File: src/logic/tsc_defines.svh
// Constants of the switch control register block: offsets, fields, reset values.
// Assumes inclusion by bare name from the package and the design module.
`ifndef TSC_DEFINES_SVH
`define TSC_DEFINES_SVH

`define TSC_CTRL_OFFSET      5'h00
`define TSC_MEM_SPACE_BIT    5
`define TSC_CTRL_RESET       8'h00
`define TSC_SPLIT_BIT        7
`define TSC_MSG_ALL_BIT      6
`define TSC_STREAM_MSB_BIT   5
`define TSC_MSEL_HI          4
`define TSC_MSEL_LO          3
`define TSC_STREAM_LOW_HI    2
`define TSC_CMH_OE_BIT       0
`define TSC_CMH_MSG_BIT      2

`endif

File: src/logic/tsc_pkg.sv
// Types shared by the switch control register block.
// Assumes tsc_defines.svh is reachable on the include path.
`default_nettype none
`include "tsc_defines.svh"

package tsc_pkg;

    typedef enum logic [1:0] {
        TSC_MEM_NONE = 2'h0,
        TSC_MEM_DATA = 2'h1,
        TSC_MEM_CML  = 2'h2,
        TSC_MEM_CMH  = 2'h3
    } tsc_mem_type;

    typedef struct packed {
        logic        valid;
        logic        write;
        tsc_mem_type target;
        logic [3:0]  stream;
        logic [6:0]  channel;
        logic [7:0]  wdata;
    } tsc_mem_req_type;

    typedef enum logic [1:0] {
        TSC_IDLE   = 2'b00,
        TSC_ACCESS = 2'b01,
        TSC_HOLD   = 2'b11
    } tsc_state_type;

endpackage
`default_nettype wire

File: src/logic/tsc_switch_control.sv
// Switch control register, microport front end and per-channel output drive logic.
// Assumes microport pins are asynchronous; memories answer one clock after a request.
`timescale 1ns/1ps
`default_nettype none
`include "tsc_defines.svh"

module tsc_switch_control (
    input  wire logic                     core_clk_i,
    input  wire logic                     rst_n_i,
    input  wire logic                     up_cs_n_i,
    input  wire logic                     up_ds_n_i,
    input  wire logic                     up_read_i,
    input  wire logic [7:0]               up_addr_i,
    input  wire logic [7:0]               up_data_i,
    output logic      [7:0]               up_data_o,
    output logic                          up_data_oe_n_o,
    output logic                          up_ack_n_o,
    input  wire logic                     cfg_16x8_i,
    output tsc_pkg::tsc_mem_req_type      mem_req_o,
    input  wire logic [7:0]               mem_rdata_i,
    input  wire logic                     global_output_drive_enable_i,
    input  wire logic [7:0]               chan_cmh_i,
    input  wire logic [7:0]               chan_cml_i,
    input  wire logic [7:0]               chan_switched_i,
    output logic      [7:0]               ser_byte_o,
    output logic                          ser_drive_n_o,
    output logic      [7:0]               switch_control_o
);

    localparam int SYNC_W = 20;

    logic [SYNC_W-1:0]       sync1_reg;
    logic [SYNC_W-1:0]       sync2_reg;
    logic                    strobe_q_reg;
    logic [7:0]              ctrl_reg;
    tsc_pkg::tsc_state_type  state_reg;
    tsc_pkg::tsc_state_type  state_next;
    tsc_pkg::tsc_mem_req_type req_reg;
    logic [7:0]              rdata_reg;
    logic                    rd_pending_reg;
    logic [7:0]              ser_byte_reg;
    logic                    ser_drive_n_reg;

    // Two-stage synchronisers for the microport pins and the output drive enable pin
    always_ff @(posedge core_clk_i) begin
        sync1_reg <= {global_output_drive_enable_i, up_cs_n_i, up_ds_n_i, up_read_i, up_addr_i, up_data_i};
        sync2_reg <= sync1_reg;
    end

    wire logic [7:0] s_data   = sync2_reg[7:0];
    wire logic [7:0] s_addr   = sync2_reg[15:8];
    wire logic       s_read   = sync2_reg[16];
    wire logic       s_strobe = ~sync2_reg[17] & ~sync2_reg[18];
    wire logic       s_ode    = sync2_reg[19];
    wire logic       start    = s_strobe & ~strobe_q_reg;

    wire logic       is_mem   = s_addr[`TSC_MEM_SPACE_BIT];
    wire logic       is_ctrl  = ~is_mem & (s_addr[4:0] == `TSC_CTRL_OFFSET);
    wire logic       split    = ctrl_reg[`TSC_SPLIT_BIT];
    wire logic       msg_all  = ctrl_reg[`TSC_MSG_ALL_BIT];
    wire logic [1:0] msel     = ctrl_reg[`TSC_MSEL_HI:`TSC_MSEL_LO];

    // Split mode overrides the select field by direction
    wire tsc_pkg::tsc_mem_type target =
        split ? (s_read ? tsc_pkg::TSC_MEM_DATA : tsc_pkg::TSC_MEM_CML) : tsc_pkg::tsc_mem_type'(msel);
    // Data memory is read only and code 00 reaches nothing
    wire logic mem_ok = (target != tsc_pkg::TSC_MEM_NONE) &&
                        !(target == tsc_pkg::TSC_MEM_DATA && !s_read);
    wire logic stream_msb = cfg_16x8_i && (target == tsc_pkg::TSC_MEM_DATA) &&
                            ctrl_reg[`TSC_STREAM_MSB_BIT];
    wire logic [3:0] stream = {stream_msb, ctrl_reg[`TSC_STREAM_LOW_HI:0]};
    wire logic [6:0] channel = {s_addr[7:6], s_addr[4:0]};
    wire logic       mem_go  = start && (state_reg == tsc_pkg::TSC_IDLE) && is_mem && mem_ok;

    always_comb begin
        state_next = state_reg;
        case (state_reg)
            tsc_pkg::TSC_IDLE: begin
                if (start) begin
                    state_next = (is_mem && mem_ok && s_read) ? tsc_pkg::TSC_ACCESS : tsc_pkg::TSC_HOLD;
                end
            end
            // Wait for the memory answer so acknowledge never precedes data
            tsc_pkg::TSC_ACCESS: begin
                if (rd_pending_reg) begin
                    state_next = tsc_pkg::TSC_HOLD;
                end
            end
            tsc_pkg::TSC_HOLD: begin
                if (!s_strobe) begin
                    state_next = tsc_pkg::TSC_IDLE;
                end
            end
            default: state_next = tsc_pkg::TSC_IDLE;
        endcase
    end

    always_ff @(posedge core_clk_i) begin
        if (!rst_n_i) begin
            state_reg    <= tsc_pkg::TSC_IDLE;
            strobe_q_reg <= 1'b0;
        end else begin
            state_reg    <= state_next;
            strobe_q_reg <= s_strobe;
        end
    end

    always_ff @(posedge core_clk_i) begin
        if (!rst_n_i) begin
            ctrl_reg <= `TSC_CTRL_RESET;
        end else if (start && state_reg == tsc_pkg::TSC_IDLE && is_ctrl && !s_read) begin
            ctrl_reg <= s_data;
        end
    end

    always_ff @(posedge core_clk_i) begin
        if (!rst_n_i) begin
            req_reg <= '0;
        end else begin
            req_reg.valid <= mem_go;
            // Fields stand from one accepted access to the next
            if (mem_go) begin
                req_reg.write   <= ~s_read;
                req_reg.target  <= target;
                req_reg.stream  <= stream;
                req_reg.channel <= channel;
                req_reg.wdata   <= s_data;
            end
        end
    end

    // Read data: register copy for control, memory answer one cycle after request
    always_ff @(posedge core_clk_i) begin
        if (!rst_n_i) begin
            rdata_reg      <= 8'h00;
            rd_pending_reg <= 1'b0;
        end else begin
            rd_pending_reg <= req_reg.valid & ~req_reg.write;
            if (start && state_reg == tsc_pkg::TSC_IDLE) begin
                rdata_reg <= is_ctrl ? ctrl_reg : 8'h00;
            end else if (rd_pending_reg) begin
                rdata_reg <= mem_rdata_i;
            end
        end
    end

    // Per-channel drive: connection memory high is unreset, so the pin gates all
    wire logic chan_msg = msg_all | chan_cmh_i[`TSC_CMH_MSG_BIT];
    wire logic chan_oe  = msg_all | chan_cmh_i[`TSC_CMH_OE_BIT];
    always_ff @(posedge core_clk_i) begin
        if (!rst_n_i) begin
            ser_byte_reg    <= 8'h00;
            ser_drive_n_reg <= 1'b1;
        end else begin
            ser_byte_reg    <= chan_msg ? chan_cml_i : chan_switched_i;
            ser_drive_n_reg <= ~(s_ode & chan_oe);
        end
    end

    wire logic hold_read = (state_reg == tsc_pkg::TSC_HOLD) && s_read && s_strobe;
    assign up_data_o        = rdata_reg;
    assign up_data_oe_n_o   = ~hold_read;
    assign up_ack_n_o       = ~(state_reg == tsc_pkg::TSC_HOLD && s_strobe);
    assign mem_req_o        = req_reg;
    assign ser_byte_o       = ser_byte_reg;
    assign ser_drive_n_o    = ser_drive_n_reg;
    assign switch_control_o = ctrl_reg;
endmodule // tsc_switch_control
`default_nettype wire

File: config.mk
export PLATFORM = sky130hd
export DESIGN_NAME = tsc_switch_control
export DESIGN_NICKNAME = d
export VERILOG_FILES = /design/src/logic/tsc_pkg.sv /design/src/logic/tsc_switch_control.sv
export VERILOG_INCLUDE_DIRS = /design/src /design/src/logic
export SDC_FILE = /design/constraint.sdc
export NUM_CORES = 1
export LEC_CHECK = 0
export ABC_AREA = 1
export BUFFER_PORTS_ARGS = -buffer_cell sky130_fd_sc_hd__buf_4
export CAP_MARGIN = 15
export CORE_ASPECT_RATIO = 0.5
export CORE_MARGIN = 2
export CORE_UTILIZATION = 49
export DETAILED_ROUTE_END_ITERATION = 8
export GPL_ROUTABILITY_DRIVEN = 1
export PLACE_DENSITY = 0.83
export SYNTH_ARGS = -nofsm -noshare
export SYNTH_HDL_FRONTEND = slang
export SYNTH_SLANG_ARGS = --single-unit
File: constraint.sdc
create_clock -name core_clk_i -period 1.45 [get_ports core_clk_i]
set_input_delay 0.29 -clock core_clk_i [delete_from_list [all_inputs] [get_ports core_clk_i]]
set_output_delay 0.29 -clock core_clk_i [all_outputs]
set_load 0.02 [all_outputs]
### Word-level counts from Yosys, hierarchy flattened

Cells that the tools add are included.

| word-level totals | value |
|---|---|
| output and inout bits | 50 |
| register bits after elaboration | 92 |

| operators by class | value |
|---|---|
| multiplexer cells | 11 |
| reductions and logical operators | 21 |
| bitwise gates (word level) | 16 |
| equal/unequal tests | 6 |

Operators with widths:

| kind | count |
|---|---|
| $mux 8 | 4 |
| $logic_and 1x1->1 | 14 |
| $mux 2 | 6 |
| $not 1->1 | 9 |
| $ne 2x2->1 const B | 3 |
| $pmux 2 s3 | 1 |
| $and 1x1->1 | 5 |
| $logic_not 5->1 | 1 |
| $eq 2x1->1 const B | 2 |
| $reduce_bool 2->1 | 2 |
| $reduce_and 3->1 | 1 |
| $eq 2x2->1 const B | 1 |
| $logic_not 1->1 | 2 |
| $logic_not 2->1 | 1 |
| $or 1x1->1 | 2 |

### Logic depth before layout (Yosys ltp)

Gate-level depths: netlist (run 1).

| depth | value |
|---|---|
| word-level depth | 11 |
| gate-level depth with buffers | 8 |
| mapped depth without buffers | 7 |

### Worst setup path after synthesis (run 1)

No wires, ideal clock.

| path | value |
|---|---|
| kind | reg-to-reg |
| start point | register ctrl_reg[7] (netlist: switch_control_o[7]) |
| end point | register req_reg, in the netlist mem_req_o[16] |
| path slack | 0.179 ns |
| path buffers | 1 |
| arrival time | 1.156 ns |
| required time | 1.334 ns |
| stages on the path, launching flop included | 9 |
| cell sequence | dfxtp_1 nor2_1 nand2_1 nand2_1 inv_2 nand2_8 buf_8 nor2_2 nor2_1 |

| on the way | value |
|---|---|
| longest elaborated chain between the ends | 6 |
| elaborated cells between the ends (all ways) | 7 |
| classes of those cells | eq/ne (1); mux (1); reduce/logical (5) |

RTL lines:

| what | line | source |
|---|---|---|
| from (decl) | tsc_switch_control.sv:35 | `logic [7:0] ctrl_reg;` |
| from (signal assigned) | tsc_switch_control.sv:110 | `` ctrl_reg <= `TSC_CTRL_RESET; `` |
| from (signal assigned) | tsc_switch_control.sv:112 | `ctrl_reg <= s_data;` |
| $mux 2 (*) | tsc_switch_control.sv:65 | `split ? (s_read ? tsc_pkg::TSC_MEM_DATA : tsc_pkg::TSC_MEM_CML) : tsc_pkg::tsc_mem_type'(msel);` |
| $eq 2x1->1 | tsc_switch_control.sv:68 | `!(target == tsc_pkg::TSC_MEM_DATA && !s_read);` |
| $logic_and 1x1->1 | tsc_switch_control.sv:68 |  |
| $logic_not 1->1 | tsc_switch_control.sv:68 |  |
| $logic_and 1x1->1 (*) | tsc_switch_control.sv:67 | `wire logic mem_ok = (target != tsc_pkg::TSC_MEM_NONE) &&` |
| $logic_and 1x1->1 (*) | tsc_switch_control.sv:73 | `wire logic mem_go = start && (state_reg == tsc_pkg::TSC_IDLE) && is_mem && mem_ok;` |
| to (decl) | tsc_switch_control.sv:38 | `tsc_pkg::tsc_mem_req_type req_reg;` |

Every way passes the cells marked *; elsewhere a longest branch is shown, timed or not.
A chain may end at the register's enable or synchronous reset.

### Worst setup path in the final report (run 1)

| path | value |
|---|---|
| start point | register sync2_reg[17] |
| end point | output up_data_oe_n_o |

| on the way | value |
|---|---|
| longest elaborated chain between the ends | 4 |

RTL lines:

| what | line | source |
|---|---|---|
| from (decl) | tsc_switch_control.sv:33 | `logic [SYNC_W-1:0] sync2_reg;` |
| from (signal assigned) | tsc_switch_control.sv:47 | `sync2_reg <= sync1_reg;` |
| $not 1->1 | tsc_switch_control.sv:53 | `wire logic s_strobe = ~sync2_reg[17] & ~sync2_reg[18];` |
| $and 1x1->1 | tsc_switch_control.sv:53 |  |
| $logic_and 1x1->1 | tsc_switch_control.sv:160 | `wire logic hold_read = (state_reg == tsc_pkg::TSC_HOLD) && s_read && s_strobe;` |
| $not 1->1 | tsc_switch_control.sv:162 | `assign up_data_oe_n_o = ~hold_read;` |
| to (decl) | tsc_switch_control.sv:16 | `output logic up_data_oe_n_o,` |

No other way between the ends.

==> results of run 1 <==
-- layer usage --
| metal | part of all wire (%) | global-route usage, % | up-vias | routed length, microns |
|---|---|---|---|---|
| li1 | - | - | 1258 | - |
| met1 | 42 | 23.1 | 1157 | 2760 |
| met2 | 49 | 35.8 | 77 | 3240 |
| met3 | 6.9 | 6.75 | 14 | 453 |
| met4 | 1.7 | 9.12 | 0 | 114 |
| met5 | 0 | 0 | - | 0 |
-- Yosys cell counts, types with 2 or more instances --
library cell	n	area share (%)
a21oi_1	11	1.8
o21ai_0	38	6.3
buf_6	2	0.75
dfxtp_1	92	61
nor2_4	2	0.75
nor2_1	54	6.7
inv_1	32	4.0
inv_2	2	0.25
buf_2	3	0.50
o21ai_1	8	1.3
nor2_2	21	4.4
buf_8	2	1.0
clkbuf_1	3	0.37
nand2_1	36	4.5
nand3_1	14	2.3
-- logic make-up after synthesis --
logic type | share of synthesized area, %
flops | 61.3
simple gates | 21.4
compound gates | 9.74
buf+inv | 7.62
-- per-stage QoR --
step                      hold slack, ns  cells  total power, uW
final                             0.0528    525             5130
after global routing              0.0414    525             5330
after CTS                         0.0453    521             5170
after detailed placement           0.312    503             3050
after global placement             0.310    503             3040
after floorplan                    0.310    330             2870
-- worst register-to-register path, cell delays in order (launching register included) --
cell	delay [ns]
dfxtp_2	0.34
nor2_4	0.12
buf_4	0.13
nand3_4	0.14
nor2_8	0.17
buf_4	0.15
nand3_1	0.07
nand2_1	0.09
nor2_1	0.05
-- layout make-up --
cell class | instances | share of cell area (%)
Multi-Input combinational cell | 191 | 22.6
Tap cell | 77 | 2.32
Inverter | 35 | 3.34
Clock buffer | 11 | 5.83
Clock inverter | 5 | 0.902
Timing Repair Buffer | 114 | 20.7
Sequential cell | 92 | 44.3
-- where the power goes --
group	total [uW]	switching [uW]	internal [uW]
clock network	2130	924	1210
registers	2670	42.2	2620
logic	331	163	168
-- layout by cell type (no fill, tap or decap), drive strengths merged --
| master | count |
|---|---|
| nor2 | 78 |
| dfxtp | 92 |
| buf | 114 |
| a21oi | 11 |
| nand3 | 15 |
| clkbuf | 11 |
| o21ai | 46 |
| nor3 | 1 |
| nand2 | 39 |
| clkinv | 3 |
| clkinvlp | 2 |
| o211ai | 1 |
| inv | 35 |
-- timing repair --
| action | 4_1_cts | 5_1_grt |
|---|---|---|
| endpoints found under the hold margin | 0 | 0 |
| setup endpoints to repair | 1 | 17 |
| gates resized for setup | 3 | 3 |
| cloned | 0 | 0 |
| pin swaps | 1 | 2 |
| setup buffers | 2 | 4 |
-- how the worst min path moves through the flow --
stage,to,slack [ns]
global placement,sync2_reg[9],0.31
global route,sync1_reg[16],0.04
CTS,sync1_reg[16],0.05
finish,sync1_reg[16],0.05
detailed placement,sync2_reg[0],0.31
floorplan,sync2_reg[0],0.31
==> flow_metrics.tcl, run 1 <==
set metrics [dict create \
    outcome "completed" \
    r2r_cells 8 \
    fin_util_pct 69.3 \
    cp_slowest_cell "dfxtp_2" \
    synth_edf_count 0 \
    grt_pass1_vias 2369 \
    worstHoldPathCells 1 \
    crit_path_start_kind "flip-flop" \
    antenna_found_initial 0 \
    dpl_worst_slack_ns 0.155 \
    fin_skew_ns 0.00604 \
    largest_register_ffs 23 \
    end_kind "output pin" \
    num_rows 20 \
    grt_pass1_wl_microns 10500 \
    path_clk_slew_ns 0.06 \
    first_iter_violations 101 \
    grt.overflow.total 0 \
    ys.flop_type "dfxtp_1" \
    grt_max_degree 24 \
    routabilityCongestion 0.817 \
    critical-path-max-stage-delay_ns 0.34 \
    die_area_sq_um 6810 \
    layout_setup_ws_ns 0.0289 \
    synth_cell_types 25 \
    min_period_over_period_pct 98.0 \
    worst-path-stages 5 \
    timing.critical_path.buf_inv 2 \
    endpoint "up_data_oe_n_o" \
    seq_area_sq_um 1840 \
    timing.fmax_mhz 704 \
    hpwlAfterDp_microns 4490 \
    cts_buffers 9 \
    cts_tree "built" \
    start_util_pct 50.0 \
    max-slew-margin-rel_pct 74.3 \
    drt-total-wl_microns 6570 \
    cp-startpoint "sync2_reg[17]" \
    tightest_slew_ns 0.384 \
    design_area_sq_um 4160 \
    reg2reg_from "sync2_reg[17]" \
    rsz0062_at_grt "yes" \
    io_pins 105 \
    diodes 0 \
    drive_gt1_share_pct 36.8 \
    worstHoldPathType "primary input to flip-flop" \
    r2r-end "switch_control_o[7]" \
    synthCells 330 \
    worstHoldStart "up_read_i" \
    worstSetupPathType "flip-flop to output pin" \
    tns_ns 0 \
    ctsHoldBuffers 0 \
    drv_cap 0 \
    antenna_left 0 \
    fp.dieW_microns 115 \
    peakVddDrop_uv 1080 \
    cp.arrival_ns 1.13 \
    crit_family "flip-flops" \
    min_period_ns 1.42 \
    drc 0 \
    crit_fanout 3 \
    maxSlewViolCount 0 \
    port_buffers 98 \
    syn_avg_cell_area_sq_um 9.11 \
    fp.dieH_microns 59.4 \
    final_nets 498 \
    setup_viol 0 \
    yosysWarnings 0 \
    core_sq_um 6010 \
    p_leak_uw 0.00200 \
    hold_viol_final 0 \
    cts_max_level 3 \
    grtUsageTotal_pct 20.3 \
    multi_input_area_sq_um 942 \
    path_cells "nor2_4, nand3_2, inv_2, nand2_2, buf_6" \
    r2r_setup_slack_ns 0.09 \
    ys_ff_latch 92 \
    fill_cells 472 \
    required_ns 1.16 \
    syn_nets 385 \
    vias_per_cell 4.77 \
    max-clock-path-buffers 2 \
    syn_to_final_growth_pct 38.5 \
    dr.pass1.iters 4 \
    async_reset_ff_share_pct 0 \
    post_dp_cell_area_sq_um 3820 \
    power_density_nw_per_um2 1230 \
    wire_per_inst_microns 12.5 \
    yosysSeqAreaShare_pct 61.3 \
    synth_area_sq_um 3010 \
    cts.sinks 92 \
    clockRootBuffer "clkbuf_16" \
    clock_latency_ns 0.34 \
    vias 2506 \
]
Note: power is estimated with default switching activity, not from simulation.
==> run 2: changes to the inputs <==
--- a/config.mk
+++ b/config.mk
@@ -9,9 +9,11 @@
 export ABC_AREA = 1
 export BUFFER_PORTS_ARGS = -buffer_cell sky130_fd_sc_hd__buf_4
 export CAP_MARGIN = 15
+export CELL_PAD_IN_SITES_DETAIL_PLACEMENT = 0
+export CELL_PAD_IN_SITES_GLOBAL_PLACEMENT = 1
 export CORE_ASPECT_RATIO = 0.5
 export CORE_MARGIN = 2
-export CORE_UTILIZATION = 49
+export CORE_UTILIZATION = 36
 export DETAILED_ROUTE_END_ITERATION = 8
 export GPL_ROUTABILITY_DRIVEN = 1
 export PLACE_DENSITY = 0.83
==> flow_metrics.tcl, run 2 (same netlist as run 1, synthesis figures left out) <==
set metrics [dict create \
    min_period_over_period_pct 96.8 \
    peakVddDrop_uv 663 \
    clock_latency_ns 0.34 \
    antenna_left 0 \
    path_cells "nor2_4, nand3_2, inv_2, nand2_2, buf_6" \
    fin_util_pct 52.5 \
    clockRootBuffer "clkbuf_16" \
    place_inst 537 \
    cp_slowest_cell "dfxtp_2" \
    critical-path-max-stage-delay_ns 0.33 \
    end_kind "output pin" \
    grt_pass1_vias 2171 \
    worstHoldPathType "primary input to flip-flop" \
    crit_fanout 3 \
    dr.pass1.iters 4 \
    num_rows 23 \
    r2r_cells 8 \
    final_cell_mix "buf_4, dfxtp_1, nor2_1, o21ai_0, nand2_1" \
    p_clk_share_pct 42.9 \
    fp.dieW_microns 133 \
    hold_viol_final 0 \
    r2r-end "switch_control_o[7]" \
    post_dp_cell_area_sq_um 3870 \
    fin_skew_ns 0.00536 \
    outcome "completed" \
    start_util_pct 37.3 \
    worstHoldStart "up_data_i[2]" \
    pwr-share-comb_pct 6.3 \
    grt.overflow.total 0 \
    fp.dieH_microns 68.6 \
    timing.fmax_mhz 713 \
    layout_commonest_cell "buf_4" \
    power_density_nw_per_um2 1240 \
    hpwlAfterDp_microns 4540 \
    cp-startpoint "sync2_reg[17]" \
    drt-total-wl_microns 6460 \
    cts.sinks 92 \
    vias 2379 \
    intPower_uw 4130 \
    p_leak_uw 0.00201 \
    grtUsageTotal_pct 15.2 \
    layout_setup_ws_ns 0.0465 \
    cts_tree "built" \
    drive_gt1_share_pct 36.5 \
    fill_cells 775 \
    grt_max_degree 27 \
    design_area_sq_um 4230 \
    cts_buffers 9 \
    vias_per_cell 4.26 \
    diodes 0 \
    setup_viol 0 \
    final_nets 496 \
    worstHoldPathCells 1 \
    max-slew-margin-rel_pct 72.0 \
    fin_cells 558 \
    switchingPower_uw 1120 \
    drc 0 \
    cts_max_level 3 \
    antenna_found_initial 0 \
    r2r_setup_slack_ns 0.11 \
    drv_cap 0 \
    io_pins 105 \
    seqPwrFrac_pct 50.8 \
    ctsHoldBuffers 0 \
    first_iter_violations 71 \
    wire_per_inst_microns 11.6 \
    reg2reg_from "sync2_reg[17]" \
    dpl_worst_slack_ns 0.126 \
    tightest_slew_ns 0.420 \
    grt_pass1_wl_microns 10400 \
    syn_to_final_growth_pct 40.8 \
    cp.arrival_ns 1.11 \
    die_area_sq_um 9140 \
    path_clk_slew_ns 0.06 \
    netSwitchingFraction_pct 21.3 \
    largest_register_ffs 23 \
    worstSetupPathType "flip-flop to output pin" \
    max-clock-path-buffers 2 \
    crit_path_start_kind "flip-flop" \
    maxSlewViolCount 0 \
    required_ns 1.16 \
    core_sq_um 8060 \
    port_buffers 98 \
    routabilityCongestion 0.730 \
    min_to "sync1_reg[2]" \
    rsz0062_at_grt "yes" \
    min_period_ns 1.40 \
    fin_hold_ws_ns 0.0497 \
]
## run 2: per-stage QoR
stage	power, uW	TNS [ns]
floorplan	2870	0
global placement	3040	0
detailed placement	3050	0
CTS	5300	0
global route	5450	-0.0337
finish	5250	0
## run 2: how the worst max path moves through the flow
| stage | to | slack, ns | depth (start not counted) |
|---|---|---|---|
| 6_report | up_data_oe_n_o | 0.05 | 5 |
| 2_1_floorplan | mem_req_o[16] | 0.18 | 8 |
| 3_3_place_gp | up_data_o[5] | 0.14 | 6 |
| 4_1_cts | up_data_oe_n_o | 0.003 | 5 |
| 3_5_place_dp | switch_control_o[1] | 0.13 | 7 |
| 5_1_grt | up_data_oe_n_o | -0.03 | 5 |
## run 2: area by class of cell
| type | instances | area, sq um | share of cell area (%) |
|---|---|---|---|
| Clock buffer | 12 | 236 | 5.59 |
| Clock inverter | 4 | 50.0 | 1.18 |
| Inverter | 35 | 139 | 3.28 |
| Multi-Input combinational cell | 191 | 950 | 22.4 |
| Sequential cell | 92 | 1850 | 43.6 |
| Tap cell | 112 | 140 | 3.31 |
| Timing Repair Buffer | 112 | 872 | 20.6 |
## run 2: power groups by stage
stage          Combinational [uW]  Clock, uW  Sequential [uW]
6_report                      331       2250             2670
5_1_grt                       368       2410             2670
4_1_cts                       331       2310             2670
3_5_place_dp                  327          0             2720
3_3_place_gp                  325          0             2720
2_1_floorplan                 111          0             2750
## run 2: timing repair
action,4_1_cts,5_1_grt
setup buffers,1,4
gates resized for setup,3,10
pin swaps,1,3
setup endpoints to repair,1,30
## run 2: metal layers
metal  GRT usage (%)  up-vias  wire, microns
met2            24.4       65           2890
li1                -     1258              -
met5               0        -              0
met3            6.73        7            390
met4            6.38        0            111
met1            18.2     1049           3060
## run 2: worst max-delay path: cells and delay by family (launching register included)
kind | cells | cell delay (ns)
buffers and inverters | 2 | 0.20
DFF | 1 | 0.33
and+or+nand+nor | 3 | 0.24
